--- src/rtl/ebtp_regs.vh ---
`ifndef EBTP_REGS_VH
`define EBTP_REGS_VH

// Byte offsets inside one channel pair, even byte = channel 0
`define EBTP_OFS_CTRL     4'h0
`define EBTP_OFS_STAT     4'h2
`define EBTP_OFS_CORA     4'h4
`define EBTP_OFS_CORB     4'h6
`define EBTP_OFS_CNT      4'h8

`define EBTP_RST_CNT      8'h00
`define EBTP_RST_CTRL     8'h00
`define EBTP_RST_COR      8'hFF
`define EBTP_RST_STAT     8'h00
`define EBTP_CNT_MAX      8'hFF

// channel_control fields
`define EBTP_CTRL_IEB     7
`define EBTP_CTRL_IEA     6
`define EBTP_CTRL_IEW     5
`define EBTP_CTRL_CLR_HI  4
`define EBTP_CTRL_CLR_LO  3
`define EBTP_CTRL_CKS_HI  2
`define EBTP_CTRL_CKS_LO  0

// channel_status_control fields
`define EBTP_STAT_FB      7
`define EBTP_STAT_FA      6
`define EBTP_STAT_FW      5
`define EBTP_STAT_ICE     4
`define EBTP_STAT_OSB_HI  3
`define EBTP_STAT_OSB_LO  2
`define EBTP_STAT_OSA_HI  1
`define EBTP_STAT_OSA_LO  0

// Clock select codes
`define EBTP_CKS_STOP     3'h0
`define EBTP_CKS_DIV8     3'h1
`define EBTP_CKS_DIV64    3'h2
`define EBTP_CKS_DIV8K    3'h3
`define EBTP_CKS_CASC     3'h4

// Clear select codes
`define EBTP_CLR_NONE     2'h0
`define EBTP_CLR_MA       2'h1
`define EBTP_CLR_MB       2'h2
`define EBTP_CLR_CAP      2'h3

// Edge codes, low two bits of external clock codes and capture edge
`define EBTP_EDGE_RISE    2'h1
`define EBTP_EDGE_FALL    2'h2
`define EBTP_EDGE_BOTH    2'h3

// Output actions on a match event
`define EBTP_OUT_LOW      2'h1
`define EBTP_OUT_HIGH     2'h2
`define EBTP_OUT_TOG      2'h3

// Prescaler: terminal counts for system clock / 8, / 64, / 8192
`define EBTP_PRE_W        13
`define EBTP_DIV8_MASK    13'h0007
`define EBTP_DIV64_MASK   13'h003F
`define EBTP_DIV8K_MASK   13'h1FFF

`endif

--- src/rtl/ebtp_pin_sync.v ---
`timescale 1ns/100ps
`default_nettype none

module ebtp_pin_sync (
	input  wire ref_clk,
	input  wire reset,
	input  wire pin,
	output reg  rise,
	output reg  fall
);

	reg s1;
	reg s2;
	reg s3;
	reg filt;
	wire agree = (s2 == s3);

	// A change counts only once the second and third stages agree
	always @(posedge ref_clk) begin
		if (reset) begin
			s1 <= 1'h0;
			s2 <= 1'h0;
			s3 <= 1'h0;
			filt <= 1'h0;
			rise <= 1'h0;
			fall <= 1'h0;
		end else begin
			s1 <= pin;
			s2 <= s1;
			s3 <= s2;
			if (agree)
				filt <= s2;
			rise <= agree & s2 & ~filt;
			fall <= agree & ~s2 & filt;
		end
	end

endmodule

`default_nettype wire

--- src/rtl/ebtp_top.v ---
`timescale 1ns/100ps
`default_nettype none
`include "ebtp_regs.vh"
// Operation
// - 8-bit counter counts selected clock pulses
// - CPU reads or overwrites counter any time
// - Pair registers accessible as one word
// - Even channel upper byte, odd lower
// - Wrap from max to zero sets flag
// - Reset/standby: counter, control zero, compares ones
// - Equality with constant A sets flag A
// - Match A drives output per select bits
// - Equality with register B sets flag B
// - Match B drives output per bits 3:2
// - Capture edge latches counter, sets flag B
// - Odd capture mode blocks even flag B
// - Control bit 7 gates flag B request
// - Control bit 6 gates flag A request
// - Control bit 5 gates wrap request
// - Clear select chooses counter clear source
// - Odd capture-clear stops even B clear
// - Codes 0-3: stop, divide 8/64/8192
// - Codes 5-7: pin rise, fall, both
// - Code 4 cascades overflow or match A

module ebtp_top (
	input  wire        ref_clk,
	input  wire        reset,
	input  wire        standby,
	input  wire [3:0]  cpu_addr,
	input  wire        cpu_rd,
	input  wire        cpu_wr,
	input  wire        cpu_word,
	input  wire [15:0] cpu_wdata,
	output reg  [15:0] cpu_rdata,
	input  wire        clk_pin_0,
	input  wire        clk_pin_1,
	input  wire        tmio_1_in,
	output wire        tmo_0,
	output wire        tmio_1_out,
	output reg         tmio_1_oe,
	output wire [1:0]  match_a_irq,
	output wire [1:0]  match_b_irq,
	output wire [1:0]  wrap_irq
);

	function edge_pick;
		input [1:0] sel;
		input       r;
		input       f;
		begin
			case (sel)
			`EBTP_EDGE_RISE: edge_pick = r;
			`EBTP_EDGE_FALL: edge_pick = f;
			`EBTP_EDGE_BOTH: edge_pick = r | f;
			default:         edge_pick = 1'h0;
			endcase
		end
	endfunction

	function clk_pick;
		input [2:0] cks;
		input       t8;
		input       t64;
		input       t8k;
		input       casc;
		input       r;
		input       f;
		begin
			case (cks)
			`EBTP_CKS_STOP:  clk_pick = 1'h0;
			`EBTP_CKS_DIV8:  clk_pick = t8;
			`EBTP_CKS_DIV64: clk_pick = t64;
			`EBTP_CKS_DIV8K: clk_pick = t8k;
			`EBTP_CKS_CASC:  clk_pick = casc;
			default:         clk_pick = edge_pick(cks[1:0], r, f);
			endcase
		end
	endfunction

	function out_act;
		input [1:0] sel;
		input       lvl;
		input       ev;
		begin
			if (!ev)
				out_act = lvl;
			else begin
				case (sel)
				`EBTP_OUT_LOW:  out_act = 1'h0;
				`EBTP_OUT_HIGH: out_act = 1'h1;
				`EBTP_OUT_TOG:  out_act = ~lvl;
				default:        out_act = lvl;
				endcase
			end
		end
	endfunction

	function [7:0] reg_pick;
		input [3:0] base;
		input [7:0] ctrl;
		input [7:0] stat;
		input [7:0] cora;
		input [7:0] corb;
		input [7:0] cnt;
		begin
			case (base)
			`EBTP_OFS_CTRL: reg_pick = ctrl;
			`EBTP_OFS_STAT: reg_pick = stat;
			`EBTP_OFS_CORA: reg_pick = cora;
			`EBTP_OFS_CORB: reg_pick = corb;
			`EBTP_OFS_CNT:  reg_pick = cnt;
			default:        reg_pick = 8'h00;
			endcase
		end
	endfunction

	// Standby holds the block exactly as reset does
	wire rst = reset | standby;

	reg  [`EBTP_PRE_W-1:0] presc;
	wire                   t8;
	wire                   t64;
	wire                   t8k;
	wire [2:0]             pins;
	wire [2:0]             prise;
	wire [2:0]             pfall;
	wire [3:0]             base;
	wire [15:0]            cnt_v;
	wire [15:0]            stat_v;
	wire [15:0]            ctrl_v;
	wire [15:0]            rd_v;
	wire [1:0]             mta_v;
	wire [1:0]             wrap_v;
	wire [1:0]             tmo_v;
	wire                   ice1;
	wire                   cap_edge;

	always @(posedge ref_clk) begin
		if (rst)
			presc <= {`EBTP_PRE_W{1'h0}};
		else
			presc <= presc + 1'h1;
	end

	// Ticks sit on the cycle before the divided phase falls
	assign t8  = (presc & `EBTP_DIV8_MASK) == `EBTP_DIV8_MASK;
	assign t64 = (presc & `EBTP_DIV64_MASK) == `EBTP_DIV64_MASK;
	assign t8k = presc == `EBTP_DIV8K_MASK;

	assign pins = {tmio_1_in, clk_pin_1, clk_pin_0};

	genvar k;
	generate
		for (k = 0; k < 3; k = k + 1) begin : g_pin
			ebtp_pin_sync u_sync (
				.ref_clk (ref_clk),
				.reset   (rst),
				.pin     (pins[k]),
				.rise    (prise[k]),
				.fall    (pfall[k])
			);
		end
	endgenerate

	assign base = {cpu_addr[3:1], 1'h0};
	assign ice1 = stat_v[8 + `EBTP_STAT_ICE];
	// Capture edge is picked by the odd channel's bits 3:2
	assign cap_edge = ice1 & edge_pick(
		stat_v[8 + `EBTP_STAT_OSB_HI:8 + `EBTP_STAT_OSB_LO],
		prise[2], pfall[2]);

	genvar i;
	generate
		for (i = 0; i < 2; i = i + 1) begin : g_ch
			localparam [0:0] ODD = (i == 1) ? 1'h1 : 1'h0;
			reg  [7:0] cnt;
			reg  [7:0] cora;
			reg  [7:0] corb;
			reg  [7:0] ctrl;
			reg  [7:0] stat;
			reg  [2:0] arm;
			reg        eqa_q;
			reg        eqb_q;
			reg        tmo;
			reg        irq_a;
			reg        irq_b;
			reg        irq_w;
			wire       acc;
			wire [7:0] wd;
			wire       wr_ctrl;
			wire       wr_stat;
			wire       wr_cora;
			wire       wr_corb;
			wire       wr_cnt;
			wire       casc;
			wire       tick;
			wire       eqa;
			wire       eqb;
			wire       mta;
			wire       mtb_raw;
			wire       mtb;
			wire       capv;
			wire       b_ev;
			wire       clr;
			wire       wrap;
			wire [2:0] flag_set;
			wire [2:0] flag_clr;
			wire       out_a;
			reg        clr_sel_hit;

			assign acc = cpu_word | (cpu_addr[0] == ODD);
			assign wd = (cpu_word && !ODD) ?
				cpu_wdata[15:8] : cpu_wdata[7:0];
			assign wr_ctrl = cpu_wr & acc & (base == `EBTP_OFS_CTRL);
			assign wr_stat = cpu_wr & acc & (base == `EBTP_OFS_STAT);
			assign wr_cora = cpu_wr & acc & (base == `EBTP_OFS_CORA);
			assign wr_corb = cpu_wr & acc & (base == `EBTP_OFS_CORB);
			assign wr_cnt  = cpu_wr & acc & (base == `EBTP_OFS_CNT);

			// Even side counts partner wraps, odd side partner match A
			assign casc = ODD ? mta_v[0] : wrap_v[1];
			assign tick = clk_pick(
				ctrl[`EBTP_CTRL_CKS_HI:`EBTP_CTRL_CKS_LO],
				t8, t64, t8k, casc, prise[i], pfall[i]);

			// Edge of equality, so a held match fires only once
			assign eqa = (cnt == cora);
			assign eqb = (cnt == corb);
			assign mta = eqa & ~eqa_q;
			assign mtb_raw = eqb & ~eqb_q & ~(ODD & ice1);
			assign mtb = mtb_raw & ~(~ODD & ice1);
			assign capv = ODD & cap_edge;
			assign b_ev = mtb | capv;

			always @* begin
				case (ctrl[`EBTP_CTRL_CLR_HI:`EBTP_CTRL_CLR_LO])
				`EBTP_CLR_MA: clr_sel_hit = mta;
				`EBTP_CLR_MB: clr_sel_hit = ODD ? b_ev :
					mtb_raw & (ctrl_v[8 + `EBTP_CTRL_CLR_HI:
					8 + `EBTP_CTRL_CLR_LO] != `EBTP_CLR_CAP);
				`EBTP_CLR_CAP: clr_sel_hit = cap_edge;
				default: clr_sel_hit = 1'h0;
				endcase
			end

			assign clr = clr_sel_hit;
			assign wrap = tick & (cnt == `EBTP_CNT_MAX) & ~wr_cnt & ~clr;
			assign flag_set = {b_ev, mta, wrap};
			assign flag_clr = arm & ~wd[`EBTP_STAT_FB:`EBTP_STAT_FW] &
				{3{wr_stat}};
			assign out_a = out_act(
				stat[`EBTP_STAT_OSA_HI:`EBTP_STAT_OSA_LO], tmo, mta);

			always @(posedge ref_clk) begin
				if (rst) begin
					cnt <= `EBTP_RST_CNT;
					cora <= `EBTP_RST_COR;
					corb <= `EBTP_RST_COR;
					ctrl <= `EBTP_RST_CTRL;
					stat <= `EBTP_RST_STAT;
					arm <= 3'h0;
					eqa_q <= 1'h0;
					eqb_q <= 1'h0;
					tmo <= 1'h0;
					irq_a <= 1'h0;
					irq_b <= 1'h0;
					irq_w <= 1'h0;
				end else begin
					eqa_q <= eqa;
					eqb_q <= eqb;
					// CPU write beats a clear, a clear beats a count
					if (wr_cnt)
						cnt <= wd;
					else if (clr)
						cnt <= 8'h00;
					else if (tick)
						cnt <= cnt + 8'h01;
					if (wr_ctrl)
						ctrl <= wd;
					if (wr_cora)
						cora <= wd;
					// Capture outranks a CPU write in the same cycle
					if (capv)
						corb <= cnt;
					else if (wr_corb)
						corb <= wd;
					// A flag event in the clearing cycle keeps the flag
					stat[`EBTP_STAT_FB:`EBTP_STAT_FW] <= flag_set |
						(stat[`EBTP_STAT_FB:`EBTP_STAT_FW] &
						~flag_clr);
					if (wr_stat)
						stat[`EBTP_STAT_ICE:0] <= wd[`EBTP_STAT_ICE:0];
					if (wr_stat)
						arm <= 3'h0;
					else if (cpu_rd && acc && base == `EBTP_OFS_STAT)
						arm <= arm | stat[`EBTP_STAT_FB:`EBTP_STAT_FW];
					if (!(ODD && ice1))
						tmo <= out_act(
							stat[`EBTP_STAT_OSB_HI:`EBTP_STAT_OSB_LO],
							out_a, mtb);
					irq_b <= stat[`EBTP_STAT_FB] &
						ctrl[`EBTP_CTRL_IEB];
					irq_a <= stat[`EBTP_STAT_FA] &
						ctrl[`EBTP_CTRL_IEA];
					irq_w <= stat[`EBTP_STAT_FW] &
						ctrl[`EBTP_CTRL_IEW];
				end
			end

			assign cnt_v[i*8 +: 8] = cnt;
			assign stat_v[i*8 +: 8] = stat;
			assign ctrl_v[i*8 +: 8] = ctrl;
			assign rd_v[i*8 +: 8] = reg_pick(base, ctrl, stat, cora,
				corb, cnt);
			assign mta_v[i] = mta;
			assign wrap_v[i] = wrap;
			assign tmo_v[i] = tmo;
			assign match_a_irq[i] = irq_a;
			assign match_b_irq[i] = irq_b;
			assign wrap_irq[i] = irq_w;
		end
	endgenerate

	assign tmo_0 = tmo_v[0];
	assign tmio_1_out = tmo_v[1];

	// Word reads sample both bytes in one cycle, so no torn counts
	always @(posedge ref_clk) begin
		if (rst) begin
			cpu_rdata <= 16'h0000;
			tmio_1_oe <= 1'h0;
		end else begin
			tmio_1_oe <= ~ice1;
			if (cpu_rd) begin
				if (cpu_word)
					cpu_rdata <= {rd_v[7:0], rd_v[15:8]};
				else if (cpu_addr[0])
					cpu_rdata <= {8'h00, rd_v[15:8]};
				else
					cpu_rdata <= {8'h00, rd_v[7:0]};
			end
		end
	end

endmodule

`default_nettype wire

--- config.mk ---
export PLATFORM = sky130hd
export DESIGN_NAME = ebtp_top
export DESIGN_NICKNAME = d
export VERILOG_FILES = /design/src/rtl/ebtp_pin_sync.v /design/src/rtl/ebtp_top.v
export VERILOG_INCLUDE_DIRS = /design/src /design/src/rtl
export SDC_FILE = /design/constraint.sdc
export NUM_CORES = 1
export LEC_CHECK = 0
export ABC_AREA = 1
export ABC_CLOCK_PERIOD_IN_PS = 2100
export BUFFER_PORTS_ARGS = -buffer_cell sky130_fd_sc_hd__buf_2
export CORE_ASPECT_RATIO = 0.75
export CORE_UTILIZATION = 60
export DETAILED_ROUTE_END_ITERATION = 8
export GPL_TIMING_DRIVEN = 0
export PLACE_DENSITY = 0.89
export SYNTH_ARGS = -nofsm -noshare
export SYNTH_HDL_FRONTEND = slang
export SYNTH_SLANG_ARGS = --single-unit
--- constraint.sdc ---
create_clock -name ref_clk -period 2.1 [get_ports ref_clk]
set_input_delay 0 -clock ref_clk [delete_from_list [all_inputs] [get_ports ref_clk]]
set_output_delay 0 -clock ref_clk [all_outputs]
set_load 0.02 [all_outputs]
Word-level counts from Yosys, hierarchy flattened. Cells that the tools add are included.

Register bits after elaboration: 146. Bits in latches: 0. Memory bits (writable): 0. Bits in read-only memories: 0. Bits of input ports: 29. Memories kept: 0.

$add $sub $neg: 3. Multipliers: 0. Divide/modulo/power cells: 0. Magnitude comparators: 0. Eq/ne operators: 49. Shift operators: 0. Multiplexer cells: 28. Bitwise logic cells: 85. Reductions and logical operators: 12.

Operator list (count): 8-bit 2-to-1 mux (10); 8-bit case mux with 5 select lines (2); 1-bit AND (44); 2-bit equality test, second input constant (16); 8-bit equality test (4); 1-bit case mux with 3 select lines (9); 1-bit inverter (20); 3-bit AND (6); 3-bit by 2-bit equality test with 1-bit output, second input constant (6); 8-bit by 1-bit adder with 8-bit output, second input constant (2); 2-bit by 1-bit equality test with 1-bit output, second input constant (8); 8-bit equality test, second input constant (2); 16-bit 2-to-1 mux (1); 13-bit by 1-bit adder with 13-bit output, second input constant (1); 13-bit equality test, second input constant (1); 3-bit equality test, second input constant (4); 3-bit inverter (4); 3-bit OR (4); 1-bit case mux with 5 select lines (2); 3-bit by 1-bit equality test with 1-bit output, second input constant (3); 1-bit OR (7); 6-bit equality test, second input constant (1); 3-bit zero test (2); 3-bit nonzero test (2); 7 further kinds (16).

Longest topological paths before layout.
Depth in word-level cells: 12. Mapped depth: 17. Mapped depth without buffers: 15.

Cells and area by module. From an unflattened synthesis, not the netlist that was laid out.

Cell total of the unflattened synthesis: 1028. Area total of the unflattened synthesis: 7139.3 µm².

By module, submodules not included: ebtp_top (times used 1, cells each 953, area each 6512.5 µm², sequential area each 2562.5 µm²); ebtp_pin_sync (times used 3, cells each 25, area each 209.0 µm², sequential area each 120.1 µm²).

Least setup slack after synthesis. OpenSTA, ideal clock, no wires.

Kind: register to register. Start point: register g_ch[1].cnt[0]. End point: register g_ch[0].cnt[1]. Setup time: 0.115 ns. Arrival: 1.727 ns. Data required time: 1.985 ns. Setup slack: 0.258 ns. Cell stages (with the launch flop): 14. Clock period less this slack: 1.842 ns. Path through: dfxtp_1 -> ha_1 -> nand2_1 -> inv_1 -> nand2_1 -> nor3_1 -> nand2_1 -> nor3_1 -> nand3_2 -> nand2_2 -> nand2_4 -> buf_6 -> a21oi_1 -> nor2_1.

Cells in the longest elaborated chain, start to end: 9. Elaborated cells on any way between the ends: 14.

Ends and longest elaborated chain: start, declared (RTL line ebtp_top.v:177) `reg [7:0] cnt;`; start signal, assigned (RTL line ebtp_top.v:257) `` cnt <= `EBTP_RST_CNT; ``; start signal, assigned (RTL line ebtp_top.v:274) `cnt <= wd;`; start signal, assigned (RTL line ebtp_top.v:278) `cnt <= cnt + 8'h01;`; 8-bit equality test (RTL line ebtp_top.v:229) `assign eqb = (cnt == corb);`; 1-bit AND (2 in series) (RTL line ebtp_top.v:231) `assign mtb_raw = eqb & ~eqb_q & ~(ODD & ice1);`; 1-bit OR (RTL line ebtp_top.v:234) `assign b_ev = mtb | capv;`; 1-bit case mux with 3 select lines (RTL line ebtp_top.v:237) `` case (ctrl[`EBTP_CTRL_CLR_HI:`EBTP_CTRL_CLR_LO]) ``; 1-bit inverter (RTL line ebtp_top.v:248) `` assign wrap = tick & (cnt == `EBTP_CNT_MAX) & ~wr_cnt & ~clr; ``; 1-bit AND * (RTL line ebtp_top.v:248); 1-bit case mux with 5 select lines * (RTL line ebtp_top.v:70) `case (cks)`; 3-bit nonzero test (no line) *; end signal, assigned (RTL line ebtp_top.v:257); end signal, assigned (RTL line ebtp_top.v:274); end signal, assigned (RTL line ebtp_top.v:278); end, declared (RTL line ebtp_top.v:177).

Every way passes the cells marked *; elsewhere a longest branch is shown, timed or not. A chain may end at the register's enable or synchronous reset.

Worst setup path in the final report.
Start point: register presc[0]. End point: register g_ch[0].cnt[0].

Cells in the longest elaborated chain, start to end: 7. Elaborated cells on any way between the ends: 9.

Ends and longest elaborated chain: start, declared (RTL line ebtp_top.v:121) `` reg [`EBTP_PRE_W-1:0] presc; ``; start signal, assigned (RTL line ebtp_top.v:141) `` presc <= {`EBTP_PRE_W{1'h0}}; ``; start signal, assigned (RTL line ebtp_top.v:143) `presc <= presc + 1'h1;`; 13-bit equality test (no line) (tied with other cells); 1-bit case mux with 5 select lines (RTL line ebtp_top.v:70); 1-bit AND (3 in series) (RTL line ebtp_top.v:248); 1-bit case mux with 5 select lines * (RTL line ebtp_top.v:70); 3-bit nonzero test (no line) *.

Marked as above.

==> results.cfg <==
[setup_path]
cp_common_cell = nor2_1
cp_slowest_cell = dfxtp_2
cp-end-kind = flop
cp_max_fo = 6
required_ns = 2.42
cpPeakStageDelay_ns = 0.36
crit_chain = ha_4 > nand3_4 > inv_2 > nand4_1 > nor2_1 > nor2_2 > a21oi_4 > nand3_2 > nand2_2 > nand2_4 > clkbuf_16 > a21oi_1 > nor2_1
startpoint_type = flop
critPathKind = flop to flop
cp.arrival_ns = 2.42

[sta]
period_share_pct = 100.0
setup_viol = 1
maxSlewViolCount = 0
hold_viol_final = 0
hold_slack_ns = 0.03892
grt_setup_unrepaired = yes
fin_skew_ns = 0.006852
worst_pin_slew_ns = 0.8003
fin_crit_ns = 2.101
relSlewSlack_pct = 46.24
setup_ws_ns = -0.0008580
timing.fmax_ghz = 0.4760

[global_route]
grt_pass1_vias = 6894
grt_usage_pct = 38.66
grt_max_degree = 17
grt_pass1_wl_mm = 35.56
overflow = 0
antenna_found_initial = 0

[drt]
vias_per_cell = 5.936
drt_wl_total_mm = 23.40
num_vias = 7639
drt_iter0_drc = 1095
firstDrtPassIters = 7
antenna_left = 0
wl_per_cell_um = 18.18
drc = 0

[clock_tree]
cts_tree = done
cts.clk_slew.worst_paths_ns = 0.06
h-tree-depth = 4
numCtsBuffers = 17
clk_latency_ns = 0.43
cts_sinks = 146
cts_max_path_buffers = 2
clockRootBuffer = clkbuf_16

[placed_design]
placed_cells = 1224
hpwl_mm = 15.75
portBuffers = 52
place.gp.congestion = 1.020
place_area_mm2 = 0.007540

[synthesis]
ys_top_cells_by_area = dfxtp_1 41%, nand2_1 12%, a21oi_1 7.1%
ys_types = 39
yosysMostFrequentCell = nand2_1
async_flop_share_pct = 0
synth_seq_cells = 146
synth_top_family_by_area = simple AND/OR/NAND/NOR gates
synth_xor_area_share_pct = 1.731
synth_edf_count = 0
synthFlopType = dfxtp_1
ys_seq_area_share_pct = 41.26
yosysTopAreaCell = dfxtp_1
synth_mux_area_share_pct = 0
synth_warnings = 0
synthTopCellsByCount = 225 x nand2_1, 146 x dfxtp_1, 131 x inv_1
synth-compound-area-share_pct = 22.13
syn_inst = 1015
synthAdderAreaFrac_pct = 1.766
synth_top_cell_area_share_pct = 41.26
synthSimpleGateAreaFrac_pct = 22.59
netlist_area_mm2 = 0.007083
syn_avg_cell_area_um2 = 6.978
postSynthNetCount = 1054

[run]
max_cap_violations = 0

[floorplanning]
die_h_um = 96.10
rows = 33
ioPinCount = 54
dieArea_mm2 = 0.01225
initial_core_util_pct = 63.30
core_mm2 = 0.01119
die_w_um = 127.5

[power_and_ir_drop]
combPwrFrac_pct = 8.0
power.leakage_nw = 3.650
p_switching_mw = 1.639
intPower_mw = 4.806
ir_drop_mv = 0.7605
p_seq_share_pct = 43.8
power.density_mw_per_mm2 = 742.5
switching_share_pct = 25.43
p_clk_share_pct = 48.3

[finish]
nets = 1157
final_area_mm2 = 0.008678
n_antenna_cell = 0
multi_input_area_mm2 = 0.003603
area.sequential_mm2 = 0.002970
stdcell_count = 1287
final_layout_size_suffix_gt1_share_pct = 18.67
fill_cells = 804
areaGrowthSynthToFinish_pct = 22.52

[run_status]
status = finished with violations
violations = negative setup slack

[hold_path]
hp-class = primary input to flop
[logic make-up (layout without fill, tap and decap cells)]
kind of cell / after synthesis / after routing
AO/OA/AOI/OAI: 268 / 268
flip-flops: 146 / 146
buffers and inverters: 185 / 300
XOR/XNOR: 14 / 14
AND/OR/NAND/NOR: 392 / 392
adder cells (fa/ha/maj): 10 / 10
[worst max-delay path: cells and delay by family, from the launching register on]
family | cells | cell delay, ns
adder cells (fa/ha/maj) | 1 | 0.16
flip-flops | 1 | 0.36
buffers and inverters | 2 | 0.27
AND/OR/NAND/NOR | 8 | 0.88
AO/OA/AOI/OAI | 2 | 0.31
[area by class of cell]
type,instances,area share [%]
Multi-Input combinational cell,684,41.52
Tap cell,157,2.264
Sequential cell,146,34.23
Timing Repair Buffer,84,6.473
Clock buffer,18,4.945
Clock inverter,13,1.874
Buffer,41,2.465
Inverter,144,6.228
[cells in the final DEF, fill, tap and decap left out, types with 7 or more instances in the layout]
| cell | Yosys | layout |
|---|---|---|
| buf_4 | 8 | 24 |
| nand2_1 | 225 | 211 |
| dfxtp_2 | 0 | 11 |
| dfxtp_1 | 146 | 126 |
| inv_2 | 12 | 18 |
| inv_1 | 131 | 125 |
| clkbuf_1 | 27 | 28 |
| clkbuf_16 | 0 | 18 |
| xor2_1 | 9 | 9 |
| a21oi_2 | 3 | 7 |
| a21oi_1 | 100 | 95 |
| nor3_1 | 22 | 20 |
| nand3_1 | 34 | 33 |
| o31ai_1 | 8 | 8 |
| dfxtp_4 | 0 | 9 |
| o211ai_1 | 33 | 33 |
| nand2_2 | 2 | 15 |
| o22ai_1 | 13 | 13 |
| dlygate4sd3_1 | 0 | 12 |
| o221ai_1 | 13 | 13 |
| buf_2 | 4 | 56 |
| o21ai_0 | 78 | 78 |
| ha_1 | 10 | 8 |
| nor2_2 | 5 | 16 |
| nor2_1 | 94 | 79 |
[worst paths after layout]
check / startpoint / to / slack, ns / cells past startpoint
hold / removal: cpu_rd / cpu_rdata[7]$_SDFFE_PP0P_ / 0.04 / 4
setup / recovery: presc[0]$_SDFF_PP0_ / g_ch[0].cnt[0]$_SDFFE_PP0P_ / -0.0009 / 13
hold reg to reg: g_pin[1].u_sync.s1$_SDFF_PP0_ / g_pin[1].u_sync.s2$_SDFF_PP0_ / 0.41 / 2
setup reg to reg: presc[0]$_SDFF_PP0_ / g_ch[0].cnt[0]$_SDFFE_PP0P_ / -0.0009 / 13
[what timing repair did]
action / CTS / global route
pin swaps: 6 / 21
hold endpoints to repair: 35 / 0
cloned: 0 / 2
hold buffers: 12 / 0
resized for setup: 22 / 69
setup endpoints to repair: 14 / 32
setup buffers: 5 / 13
[layer usage]
layer  wire length, µm  vias to the layer above  global-route usage [%]
met2              9691                      603                   56.38
met4               751                        2                   15.97
met3              3425                       81                   13.34
met5                41                        -                   2.941
li1                  -                     3549                       -
met1              9488                     3404                   51.90
[metrics by stage]
stage / setup slack (ns) / TNS, ns / util, % / power [mW]
2_1_floorplan: 0.2581 / 0 / - / 3.151
3_3_place_gp: -0.1897 / -2.934 / 67.38 / 3.314
3_5_place_dp: -0.2632 / -4.068 / 67.38 / 3.322
4_1_cts: -0.02735 / -0.02735 / 74.53 / 6.360
5_1_grt: -0.07156 / -0.5281 / 77.56 / 6.590
6_report: -0.0008580 / -0.0008580 / 77.56 / 6.444
[state kept, by name, indices dropped and copies added, names as in the netlist, 6 cells and up]
name       cells
g_ch.ctrl     16
g_ch.cnt      16
g_ch.corb     16
g_ch.stat     16
g_ch.cora     16
cpu_rdata     16
g_ch.arm       6
presc         13
[power by group through the flow]
stage	clock [mW]	sequential [mW]	combinational [mW]
4_1_cts	3.07	2.83	0.463
5_1_grt	3.22	2.82	0.544
3_3_place_gp	0	2.89	0.429
6_report	3.11	2.82	0.515
2_1_floorplan	0	2.89	0.261
3_5_place_dp	0	2.89	0.436
No activity file was read; power rests on OpenSTA's default activity.
